<file path="config.mk">
export PLATFORM = sky130hd
export DESIGN_NAME = ipn_ctrl
export DESIGN_NICKNAME = d
export VERILOG_FILES = /design/src/include/ipn_pkg.sv /design/src/hw/ipn_ctrl.sv /design/src/hw/ipn_src_pending.sv
export VERILOG_INCLUDE_DIRS = /design/src /design/src/include
export SDC_FILE = /design/constraint.sdc
export NUM_CORES = 1
export LEC_CHECK = 0
export ABC_AREA = 1
export BUFFER_PORTS_ARGS = -buffer_cell sky130_fd_sc_hd__buf_2
export CAP_MARGIN = 20
export CORE_MARGIN = 4
export CORE_UTILIZATION = 30
export DETAILED_ROUTE_END_ITERATION = 12
export SYNTH_ARGS = -nofsm -noshare
export SYNTH_HDL_FRONTEND = slang
export SYNTH_SLANG_ARGS = --single-unit
</file>
<file path="constraint.sdc">
create_clock -name clk_in -period 2.9 [get_ports clk_in]
set_clock_uncertainty 0.1 [all_clocks]
set_input_delay 0.58 -clock clk_in [delete_from_list [all_inputs] [get_ports clk_in]]
set_output_delay 0.58 -clock clk_in [all_outputs]
set_load 0.005 [all_outputs]
</file>
<file path="src/include/ipn_cfg.svh">
// Constants for the interrupt priority and nesting block
`ifndef IPN_CFG_SVH
`define IPN_CFG_SVH
`define IPN_NSRC        15
`define IPN_INT_LEVEL   3'h4
`define IPN_NMI_LEVEL   3'h7
`define IPN_LVL6        3'h6
`define IPN_LVL1        3'h1
`define IPN_LVL_NONE    3'h0
`define IPN_VEC_ERROR   5'h00
`define IPN_VEC_EXT7    5'h17
`define IPN_VEC_EXT6    5'h16
`define IPN_VEC_EXT1    5'h11
`define IPN_VEC_PP11    5'h0F
`define IPN_VEC_PP8     5'h01
`define IPN_VEC_NONE    5'h00
`define IPN_MODE_NORMAL 1'h0
`define IPN_MODE_DEDIC  1'h1
`endif

</file>
<file path="src/include/ipn_pkg.sv">
// Types shared by the interrupt priority and nesting block
`default_nettype none
`include "ipn_cfg.svh"
package ipn_pkg;
  typedef logic [`IPN_NSRC-1:0] ipn_vec_type;
  // Source bit 14 is the highest ranked, bit 0 the lowest
  typedef struct packed {
    logic       valid;
    logic [2:0] level;
  } ipn_ack_type;
  typedef struct packed {
    logic [2:0] level;
    logic [4:0] vector;
    logic       vec_valid;
  } ipn_req_type;
endpackage
`default_nettype wire
</file>
<file path="src/hw/ipn_ctrl.sv">
// Interrupt priority and nesting controller
`default_nettype none
`include "ipn_cfg.svh"
module ipn_ctrl
  import ipn_pkg::*;
#(
  parameter int NSRC = `IPN_NSRC
) (
  // Clock, reset, enable
  input  wire logic              clk_in,
  input  wire logic              srst_in,
  input  wire logic              ce_in,
  // Mode and external request pins
  input  wire logic              pin_mode_select_in,
  input  wire logic [2:0]        encoded_priority_inputs_n_in,
  input  wire logic              dedicated_request_level7_in,
  input  wire logic              dedicated_request_level6_in,
  input  wire logic              dedicated_request_level1_in,
  // Internal source events (already gated by peripheral event masks)
  input  wire logic [NSRC-1:0]   internal_event_in,
  input  wire logic [NSRC-1:0]   event_clear_in,
  // Software control
  input  wire logic [NSRC-1:0]   source_mask_register_in,
  input  wire logic [NSRC-1:0]   in_service_clear_in,
  // Acknowledge cycle from the core
  input  wire logic              ack_valid_in,
  input  wire logic [2:0]        ack_level_in,
  // Request and status
  output var  logic [2:0]        core_level_out,
  output var  logic [4:0]        ack_vector_out,
  output var  logic              ack_vector_valid_out,
  output var  logic [NSRC-1:0]   pending_register_out,
  output var  logic [NSRC-1:0]   in_service_register_out
);
  typedef struct packed {
    logic [NSRC-1:0] in_service;
    logic [2:0]      level;
    logic [4:0]      vector;
    logic            vec_valid;
  } ipn_state_type;

  ipn_state_type   state_q;
  ipn_state_type   state_d;
  logic [NSRC-1:0] pending;
  logic [NSRC-1:0] ack_clear;
  logic [NSRC-1:0] eligible;
  logic [NSRC-1:0] block_mask;
  logic [2:0]      ext_level;
  logic [2:0]      int_level;
  logic [2:0]      top_level;
  logic            ack_int;
  int              win;

  // =========================================
  // Helpers
  // Highest set bit index, or -1 when none
  function automatic int top_bit(input logic [NSRC-1:0] v);
    int r;
    r = -1;
    for (int i = 0; i < NSRC; i++) begin
      if (v[i]) begin
        r = i;
      end
    end
    return r;
  endfunction

  // Vector code for internal source index: lowest source gives 00001
  function automatic logic [4:0] src_vector(input int idx);
    return 5'(idx + 1);
  endfunction

  // =========================================
  // Pending bits, one small cell per source
  for (genvar g = 0; g < NSRC; g++) begin : g_src
    ipn_src_pending u_pend (
      .clk_in         (clk_in),
      .srst_in        (srst_in),
      .ce_in          (ce_in),
      .event_in       (internal_event_in[g]),
      .event_clear_in (event_clear_in[g]),
      .ack_clear_in   (ack_clear[g]),
      .pending_out    (pending[g])
    );
  end

  // =========================================
  // External level decode
  always_comb begin
    ext_level = `IPN_LVL_NONE;
    if (pin_mode_select_in == `IPN_MODE_NORMAL) begin
      // Inputs are active low; level 4 code is never used externally
      ext_level = ~encoded_priority_inputs_n_in;
      if (ext_level == `IPN_INT_LEVEL) begin
        ext_level = `IPN_LVL_NONE;
      end
    end else if (dedicated_request_level7_in) begin
      ext_level = `IPN_NMI_LEVEL;
    end else if (dedicated_request_level6_in) begin
      ext_level = `IPN_LVL6;
    end else if (dedicated_request_level1_in) begin
      ext_level = `IPN_LVL1;
    end
  end

  // =========================================
  // Internal ranking with nesting
  always_comb begin
    block_mask = '0;
    // In-service source blocks itself and everything ranked below
    for (int i = 0; i < NSRC; i++) begin
      for (int j = 0; j <= i; j++) begin
        if (state_q.in_service[i]) begin
          block_mask[j] = 1'h1;
        end
      end
    end
    eligible = pending & ~source_mask_register_in & ~block_mask;
    win = top_bit(eligible);
    int_level = (win >= 0) ? `IPN_INT_LEVEL : `IPN_LVL_NONE;
    top_level = (ext_level > int_level) ? ext_level : int_level;
  end

  // =========================================
  // Acknowledge handling
  assign ack_int = ce_in && ack_valid_in && (ack_level_in == `IPN_INT_LEVEL);

  always_comb begin
    ack_clear = '0;
    if (ack_int && win >= 0) begin
      ack_clear[win] = 1'h1;
    end
  end

  always_comb begin
    state_d = state_q;
    // Software clear first so a same-cycle acknowledge set wins
    state_d.in_service = state_q.in_service & ~in_service_clear_in;
    state_d.level = top_level;
    state_d.vec_valid = 1'h0;
    if (ack_valid_in) begin
      state_d.vec_valid = 1'h1;
      case (ack_level_in)
        `IPN_INT_LEVEL: begin
          if (win >= 0) begin
            state_d.vector = src_vector(win);
            state_d.in_service[win] = 1'h1;
          end else begin
            state_d.vector = `IPN_VEC_ERROR;
          end
        end
        `IPN_NMI_LEVEL: begin
          state_d.vector = `IPN_VEC_EXT7;
        end
        `IPN_LVL6: begin
          state_d.vector = `IPN_VEC_EXT6;
        end
        `IPN_LVL1: begin
          state_d.vector = `IPN_VEC_EXT1;
        end
        default: begin
          // External levels without a vector code; external device supplies it
          state_d.vector    = `IPN_VEC_NONE;
          state_d.vec_valid = 1'h0;
        end
      endcase
    end
  end

  always_ff @(posedge clk_in) begin
    if (srst_in) begin
      state_q <= '0;
    end else if (ce_in) begin
      state_q <= state_d;
    end
  end

  assign core_level_out          = state_q.level;
  assign ack_vector_out          = state_q.vector;
  assign ack_vector_valid_out    = state_q.vec_valid;
  assign pending_register_out    = pending;
  assign in_service_register_out = state_q.in_service;

  // =========================================
  // Checks: pending and acknowledge
  ack_clears_pend_a: assert property (@(posedge clk_in) disable iff (srst_in)
    ack_int && win >= 0 && !internal_event_in[win] |=> !pending[$past(win)])
    else $error("acked source still pending");
  ack_sets_insvc_a: assert property (@(posedge clk_in) disable iff (srst_in)
    ack_int && win >= 0 |=> in_service_register_out[$past(win)])
    else $error("in-service bit not set");
  error_vector_a: assert property (@(posedge clk_in) disable iff (srst_in)
    ack_int && win < 0 |=> ack_vector_valid_out && ack_vector_out == `IPN_VEC_ERROR)
    else $error("missing error vector");
  event_sets_pend_a: assert property (@(posedge clk_in) disable iff (srst_in)
    ce_in && internal_event_in[0] |=> pending[0])
    else $error("event did not set pending");
  masked_pend_a: assert property (@(posedge clk_in) disable iff (srst_in)
    ce_in && internal_event_in[2] && source_mask_register_in[2] |=> pending[2])
    else $error("masked event lost its pending bit");
  evclr_a: assert property (@(posedge clk_in) disable iff (srst_in)
    ce_in && event_clear_in[2] && !internal_event_in[2] |=> !pending[2])
    else $error("event clear ignored");
  // Other levels must leave the in-service bits alone
  ack_other_a: assert property (@(posedge clk_in) disable iff (srst_in)
    ce_in && ack_valid_in && ack_level_in != `IPN_INT_LEVEL && in_service_clear_in == '0
    |=> $stable(in_service_register_out))
    else $error("non level 4 acknowledge changed in-service bits");
  ext7_vector_a: assert property (@(posedge clk_in) disable iff (srst_in)
    ce_in && ack_valid_in && ack_level_in == `IPN_NMI_LEVEL
    |=> ack_vector_valid_out && ack_vector_out == `IPN_VEC_EXT7)
    else $error("level 7 vector wrong");
  ext6_vector_a: assert property (@(posedge clk_in) disable iff (srst_in)
    ce_in && ack_valid_in && ack_level_in == `IPN_LVL6
    |=> ack_vector_valid_out && ack_vector_out == `IPN_VEC_EXT6)
    else $error("level 6 vector wrong");
  ext1_vector_a: assert property (@(posedge clk_in) disable iff (srst_in)
    ce_in && ack_valid_in && ack_level_in == `IPN_LVL1
    |=> ack_vector_valid_out && ack_vector_out == `IPN_VEC_EXT1)
    else $error("level 1 vector wrong");
  // A low enable must hold the level, pending, in-service and vector valid outputs, acknowledge or not
  freeze_hold_a: assert property (@(posedge clk_in) disable iff (srst_in)
    !ce_in |=> $stable(core_level_out) && $stable(pending_register_out)
      && $stable(in_service_register_out) && $stable(ack_vector_valid_out))
    else $error("state moved while enable low");

  // =========================================
  // Checks: ranking and nesting
  top_rank_a: assert property (@(posedge clk_in) disable iff (srst_in)
    ack_int && eligible[NSRC-1] |=> ack_vector_out == `IPN_VEC_PP11)
    else $error("top ranked source vector wrong");
  low_rank_a: assert property (@(posedge clk_in) disable iff (srst_in)
    ack_int && eligible[0] && $onehot(eligible) |=> ack_vector_out == `IPN_VEC_PP8)
    else $error("lowest ranked source vector wrong");
  insvc_block_a: assert property (@(posedge clk_in) disable iff (srst_in)
    in_service_register_out[NSRC-1] |-> eligible == '0)
    else $error("in-service did not block");
  self_block_a: assert property (@(posedge clk_in) disable iff (srst_in)
    in_service_register_out[0] |-> !eligible[0])
    else $error("in-service source not blocked");
  nest_allow_a: assert property (@(posedge clk_in) disable iff (srst_in)
    !in_service_register_out[NSRC-1] && pending[NSRC-1] && !source_mask_register_in[NSRC-1]
    |-> eligible[NSRC-1])
    else $error("higher source blocked by lower service");
  int_level_a: assert property (@(posedge clk_in) disable iff (srst_in)
    ce_in && eligible != '0 && ext_level < `IPN_INT_LEVEL |=> core_level_out == `IPN_INT_LEVEL)
    else $error("internal request not at level 4");
  masked_no_req_a: assert property (@(posedge clk_in) disable iff (srst_in)
    ce_in && source_mask_register_in == '1 && ext_level == `IPN_LVL_NONE
    |=> core_level_out == `IPN_LVL_NONE)
    else $error("masked source raised request");

  // =========================================
  // Checks: external levels
  enc_level_a: assert property (@(posedge clk_in) disable iff (srst_in)
    ce_in && pin_mode_select_in == `IPN_MODE_NORMAL && eligible == '0
    && ~encoded_priority_inputs_n_in != `IPN_INT_LEVEL
    |=> core_level_out == ~$past(encoded_priority_inputs_n_in))
    else $error("encoded level not presented");
  ext_over_int_a: assert property (@(posedge clk_in) disable iff (srst_in)
    ce_in && ext_level > `IPN_INT_LEVEL |=> core_level_out == $past(ext_level))
    else $error("higher external level not presented");
  ded_l7_a: assert property (@(posedge clk_in) disable iff (srst_in)
    ce_in && pin_mode_select_in && dedicated_request_level7_in
    |=> core_level_out == `IPN_NMI_LEVEL)
    else $error("dedicated level 7 not presented");
  ded_l6_a: assert property (@(posedge clk_in) disable iff (srst_in)
    ce_in && pin_mode_select_in && !dedicated_request_level7_in && dedicated_request_level6_in
    |=> core_level_out == `IPN_LVL6)
    else $error("dedicated level 6 not presented");
  ded_l1_a: assert property (@(posedge clk_in) disable iff (srst_in)
    ce_in && pin_mode_select_in && dedicated_request_level1_in && eligible == '0
    && !dedicated_request_level7_in && !dedicated_request_level6_in
    |=> core_level_out == `IPN_LVL1)
    else $error("dedicated level 1 not presented");

  // =========================================
  // Coverage of the main scenarios
  cov_nest_c: cover property (@(posedge clk_in)
    in_service_register_out[0] && core_level_out == `IPN_INT_LEVEL);
  cov_err_c: cover property (@(posedge clk_in) ack_int && win < 0);
  cov_ded_c: cover property (@(posedge clk_in)
    pin_mode_select_in && core_level_out == `IPN_LVL6);
  cov_poll_c: cover property (@(posedge clk_in)
    source_mask_register_in == '1 && pending_register_out != '0);
  cov_freeze_c: cover property (@(posedge clk_in) !ce_in && core_level_out != `IPN_LVL_NONE);
endmodule
`default_nettype wire

</file>
<file path="src/hw/ipn_src_pending.sv">
// Pending bit for one internal source, with event clear and acknowledge clear handling
`default_nettype none
`include "ipn_cfg.svh"
module ipn_src_pending
  import ipn_pkg::*;
(
  // Clock, reset, enable
  input  wire logic clk_in,
  input  wire logic srst_in,
  input  wire logic ce_in,
  // Event side
  input  wire logic event_in,
  input  wire logic event_clear_in,
  input  wire logic ack_clear_in,
  // Status
  output var  logic pending_out
);
  typedef struct packed {
    logic pend;
  } ipn_sp_state_type;

  ipn_sp_state_type state_q;
  ipn_sp_state_type state_d;

  // =========================================
  // Next state
  always_comb begin
    state_d = state_q;
    // New event wins over any clear in the same cycle
    if (ack_clear_in || event_clear_in) begin
      state_d.pend = 1'h0;
    end
    if (event_in) begin
      state_d.pend = 1'h1;
    end
  end

  always_ff @(posedge clk_in) begin
    if (srst_in) begin
      state_q <= '0;
    end else if (ce_in) begin
      state_q <= state_d;
    end
  end

  assign pending_out = state_q.pend;
endmodule
`default_nettype wire

</file>
==> impl_metrics.yaml, run 1 <==
final_layout:
  nNetsFinal: 595
  antenna_cells: 0
  final_common_cell: "nand2_1"
  drive_gt1_share_pct: 41.1
  postLayoutCellArea_sq_mm: 0.00358
  mostFrequentLayoutCells: "nand2_1 (114), buf_2 (112), inv_1 (52)"
  syn_to_final_growth_pct: 45.6
  utilization_pct: 45.7
synthesis:
  syn_nets: 472
  synthCells: 392
  synth_top_area_share_pct: 31.7
  synth-edff-count: 0
  ys_warn_count: 0
  async_flop_share_pct: 0
  yosys.area.top_type: "dfxtp_1"
  synth_ff_type: "dfxtp_1"
  ys_seq_area_share_pct: 31.7
  synth-seq-cells: 39
  ys_types: 30
  netlist_area_sq_mm: 0.00246
  synthTopCellsByArea: "dfxtp_1 (32%), nand2_1 (18%), inv_1 (8.7%)"
  synth.avg_cell_area_sq_um: 6.28
sta:
  clock.fmax_mhz: 340
  setup_ws_ns: -0.0382
  tightest_slew_ns: 0.648
  fin_crit_sh_pct: 101
  slew_headroom_pct: 56.4
  setup_viol: 4
  post-route-min-period_ns: 2.94
  rsz0062_at_grt: "yes"
  hold_viol_final: 0
  finalMaxSlewViolations: 0
critical_path:
  crit_arrival_ns: 3.07
  worstRegToRegCells: 28
  crit_top_cell: "nand2_1"
  critPathSlowestCell: "dfxtp_2"
  worstSetupEndpointType: "flop"
  cp_max_fo: 4
  start_kind: "flop"
  critPathMaxStageDelay_ns: 0.34
  crit_required_ns: 3.03
  path_class: "flop to flop"
cts:
  clockBufferDepth: 2
  cts_sinks: 39
  clk_latency_ns: 0.29
  cts_tree: "done"
  htree_levels: 2
  path_clk_slew_ns: 0.07
  cts_hold_buf: 0
  cts_root_buffer: "clkbuf_8"
  cts_made_buffers: 5
global_routing:
  use_met2_pct: 25.5
  use_met1_pct: 18.8
  overflow: 0
  antenna_found_initial: 0
  grt_use_total_pct: 14.9
  grt-busiest-layer: "met2"
  use_met3_pct: 4.32
  grt_pass1_vias: 2715
  grt_max_degree: 48
  grt_pass1_wl_microns: 12100
route:
  drt_pass1_iterations: 4
  antenna_left: 0
  drt-wirelength-per-cell_microns: 12.3
  num_vias: 2807
  vias_per_cell: 4.54
  drt_first_iter_violations: 129
  wl_microns: 7620
  drc_errors: 0
placed_design:
  portBuffers: 112
  globalplace.congestion: 0.837
  hpwl_microns: 5910
  place_area_sq_mm: 0.00315
floorplanning:
  rows: 32
  die_w_microns: 98.6
  die_h_microns: 98.6
  coreArea_sq_mm: 0.00785
  start_util_pct: 31.4
  dieArea_sq_mm: 0.00972
  io_pins: 113
pwr:
  power.leakage_nw: 1.86
  powerDensity_mw_per_mm2: 410
  vdd_drop_max_mv: 0.162
run_status:
  run_status: "finished, violations left"
  violations: "setup timing"
run:
  cap_violations: 0
hold_path:
  hold_path.class: "flop to flop"
  hold_path_depth: 2
state kept, by name, indices dropped and copies added (netlist names):
signal and flops:
g_src.u_pend.pending_out 15, in_service_register_out 15, ack_vector_out 5, core_level_out 3, ack_vector_valid_out 1
synthesized netlist by cell type (2+ instances only):
| cell type | n |
|---|---|
| nor2_1 | 24 |
| a21oi_1 | 41 |
| nor4_1 | 2 |
| a21oi_2 | 2 |
| nand2_2 | 5 |
| dfxtp_1 | 39 |
| clkbuf_1 | 9 |
| nor2_4 | 2 |
| o21ai_0 | 15 |
| nand3_2 | 2 |
| inv_2 | 4 |
| nand4_2 | 3 |
| inv_1 | 57 |
| nor2_2 | 7 |
| nand4_1 | 3 |
| o21ai_1 | 2 |
| nand3_1 | 20 |
| nand2_1 | 119 |
| buf_4 | 15 |
| nor3_1 | 6 |
| ha_1 | 6 |
where the power goes:
group / leakage [nW] / internal, mW / switching [mW] / total, mW
registers: 0.319 / 0.556 / 0.0152 / 0.571
logic: 1.48 / 0.180 / 0.242 / 0.422
clock network: 0.0612 / 0.279 / 0.199 / 0.477
total: 1.86 / 1.01 / 0.456 / 1.47
final timing paths:
path	from	to	slack, ns
setup / recovery	in_service_register_out[13]	ack_vector_out[2]	-0.04
hold / removal	ack_vector_valid_out	ack_vector_valid_out	0.36
setup reg to reg	in_service_register_out[13]	ack_vector_out[2]	-0.04
hold reg to reg	ack_vector_valid_out	ack_vector_valid_out	0.36
area by class of cell:
type	count	area, sq um
clock buffers	6	82.6
fillers	845	4260
inverters	62	238
repair buffers	140	782
multi-input cells	267	1540
flip-flops and latches	39	783
clock inverters	2	35.0
well taps	102	128
worst max-delay path, delay by kind of cell, from the launching register on:
family / cells / cell delay (ns)
simple gates: 23 / 1.81
flops: 1 / 0.34
compound gates: 2 / 0.38
buf+inv: 2 / 0.11
fa+ha+maj: 1 / 0.16
cells by family (layout without fill, tap and decap cells):
family | after synthesis | in the layout | synth area share, %
simple gates | 198 | 198 | 36.4
flops | 39 | 39 | 31.7
compound gates | 63 | 63 | 13.4
buf+inv | 86 | 210 | 15.4
fa+ha+maj | 6 | 6 | 3.05
stage by stage:
step | hold slack (ns) | total power, mW | setup slack (ns) | TNS, ns | std cells
6_report | 0.365 | 1.47 | -0.0382 | -0.0798 | 618
5_1_grt | 0.390 | 1.56 | -0.318 | -5.17 | 618
4_1_cts | 0.368 | 1.43 | -0.198 | -2.07 | 612
3_5_place_dp | 0.355 | 0.903 | -0.171 | -1.06 | 601
3_3_place_gp | 0.354 | 0.901 | -0.114 | -0.527 | 601
2_1_floorplan | 0.347 | 0.786 | 0.111 | 0 | 392
what timing repair did:
item | CTS | global route
buffers inserted | 4 | 6
endpoints found under the hold margin | 0 | 0
pin swaps | 21 | 28
setup endpoints to repair | 20 | 34
gates resized for setup | 31 | 34
per-layer routing:
| metal | vias up | routed length [microns] |
|---|---|---|
| met5 | - | 0 |
| met4 | 0 | 57 |
| met3 | 8 | 585 |
| met2 | 75 | 3550 |
| met1 | 1261 | 3430 |
| li1 | 1463 | - |
No activity file was read; power rests on OpenSTA's default activity.
==> run 2, diff against run 1 <==
Settings changed: RECOVER_POWER set to 100.
==> run 2 against run 1 <==
The flow still finishes with violations (setup timing). Wire length hardly changed. Register-to-register slack about the same. Sequential power is essentially flat. Total power about the same. Final cell count did not move. Via count is 0.43% higher. Non-clock buffer count unchanged. Critical path depth unchanged. Worst setup slack barely moved. Clock-buffer cell count did not move. Critical path type unchanged. Largest power group unchanged.
==> impl_metrics.yaml, run 2 (synthesis results as in run 1) <==
route:
  antenna_left: 0
  vias_per_cell: 4.56
  wl_microns: 7620
  drc_errors: 0
  drt_first_iter_violations: 128
  drt_pass1_iterations: 4
  drt-wirelength-per-cell_microns: 12.3
  num_vias: 2819
critical_path:
  r2r-start: "in_service_register_out[13]"
  r2r-end: "ack_vector_out[2]"
  start_kind: "flop"
  worstRegToRegCells: 28
  r2r_slack_ns: -0.04
  crit_required_ns: 3.03
  worstSetupEndpointType: "flop"
  critPathMaxStageDelay_ns: 0.34
  cp_max_fo: 4
  critPathSlowestCell: "dfxtp_2"
  path_class: "flop to flop"
  crit_arrival_ns: 3.07
  crit_top_cell: "nand2_1"
sta:
  clock.fmax_mhz: 340
  rsz0062_at_grt: "yes"
  post-route-min-period_ns: 2.94
  hold_viol_final: 0
  finalMaxSlewViolations: 0
  setup_ws_ns: -0.0382
  slew_headroom_pct: 56.4
  fin_crit_sh_pct: 101
  setup_viol: 3
  tightest_slew_ns: 0.648
cts:
  cts_tree: "done"
  clockBufferDepth: 2
  htree_levels: 2
  cts_sinks: 39
  clk_latency_ns: 0.30
  cts_made_buffers: 5
  cts_root_buffer: "clkbuf_8"
  path_clk_slew_ns: 0.07
hold_path:
  hold_path.class: "flop to flop"
  worstHoldEndpoint: "ack_vector_valid_out"
  hold_path.startpoint: "ack_vector_valid_out"
  hold_path_depth: 2
global_routing:
  grt_use_total_pct: 14.9
  use_met1_pct: 18.8
  antenna_found_initial: 0
  use_met3_pct: 4.32
  grt-busiest-layer: "met2"
  grt_pass1_vias: 2715
  grt_max_degree: 48
  overflow: 0
  grt_pass1_wl_microns: 12100
  use_met2_pct: 25.5
floorplanning:
  rows: 32
  start_util_pct: 31.4
  die_h_microns: 98.6
  die_w_microns: 98.6
  io_pins: 113
  coreArea_sq_mm: 0.00785
  dieArea_sq_mm: 0.00972
run_status:
  violations: "setup timing"
  run_status: "finished, violations left"
final_layout:
  utilization_pct: 45.5
  antenna_cells: 0
  nNetsFinal: 595
  mostFrequentLayoutCells: "nand2_1 (114), buf_2 (104), inv_1 (52)"
  postLayoutCellArea_sq_mm: 0.00357
  drive_gt1_share_pct: 39.5
  syn_to_final_growth_pct: 45.2
  fillers: 846
  final_common_cell: "nand2_1"
pwr:
  vdd_drop_max_mv: 0.162
  power.leakage_nw: 1.83
  powerDensity_mw_per_mm2: 411
  finalPower_mw: 1.47
placed_design:
  place_area_sq_mm: 0.00315
  globalplace.congestion: 0.837
  pre_cts_slack_ns: -0.171
  hpwl_microns: 5910
  portBuffers: 112
run:
  cap_violations: 0
run 2: cell count changes in the layout (fill, tap and decap cells not counted), sizes merged:
| cell | change |
|---|---|
| buf | -8 |
| clkbuf | +8 |
run 2: power breakdown:
group          total (mW)  switching [mW]  internal [mW]
Combinational       0.420           0.242          0.179
Clock               0.477           0.199          0.279
Sequential          0.571          0.0154          0.556
Total                1.47           0.456           1.01
run 2: what timing repair did:
action                                  4_1_cts  5_1_grt
pin swaps                                    21       28
setup buffers                                 4        6
endpoints found under the setup margin       20       34
hold buffers                                  0        0
resized for setup                            31       34
endpoints found under the hold margin         0        0
run 2: worst max-delay path, delay by kind of cell, from the launching register on:
family	cells	cell delay, ns
AO/OA/AOI/OAI	2	0.38
adder cells (fa/ha/maj)	1	0.16
buffers and inverters	2	0.11
flip-flops	1	0.34
AND/OR/NAND/NOR	23	1.82
run 2: cell type report:
| type | count | area, sq um | area share (%) |
|---|---|---|---|
| clock buffer | 6 | 82.6 | 2.31 |
| sequential | 39 | 783 | 21.9 |
| tap | 102 | 128 | 3.57 |
| clock inverter | 2 | 35.0 | 0.980 |
| timing repair buffer | 140 | 772 | 21.6 |
| multi-input combinational | 267 | 1540 | 43.0 |
| inverter | 62 | 238 | 6.65 |
run 2: routing by layer:
metal,vias up,wire [microns]
met3,8,605
met1,1265,3400
met2,83,3560
met5,-,0
met4,0,57
li1,1463,-
run 2: how the worst max path moves through the flow:
stage | startpoint | end | slack, ns | cells after the start
6_report | in_service_register_out[13] | ack_vector_out[2] | -0.04 | 28
5_1_grt | in_service_register_out[12] | ack_vector_out[2] | -0.32 | 28
4_1_cts | in_service_register_out[14] | ack_vector_out[2] | -0.20 | 28
3_5_place_dp | in_service_register_out[13] | ack_vector_out[2] | -0.17 | 28
3_3_place_gp | in_service_register_out[13] | g_src[10].u_pend.pending_out | -0.11 | 28
2_1_floorplan | in_service_register_out[13] | ack_vector_out[2] | 0.11 | 28
run 2: through the flow:
| stage | std cells | hold slack (ns) | TNS, ns |
|---|---|---|---|
| after floorplan | 392 | 0.347 | 0 |
| after global placement | 601 | 0.354 | -0.527 |
| after detailed placement | 601 | 0.355 | -1.06 |
| after CTS | 612 | 0.368 | -2.07 |
| after global routing | 618 | 0.393 | -5.17 |
| final | 618 | 0.367 | -0.0734 |
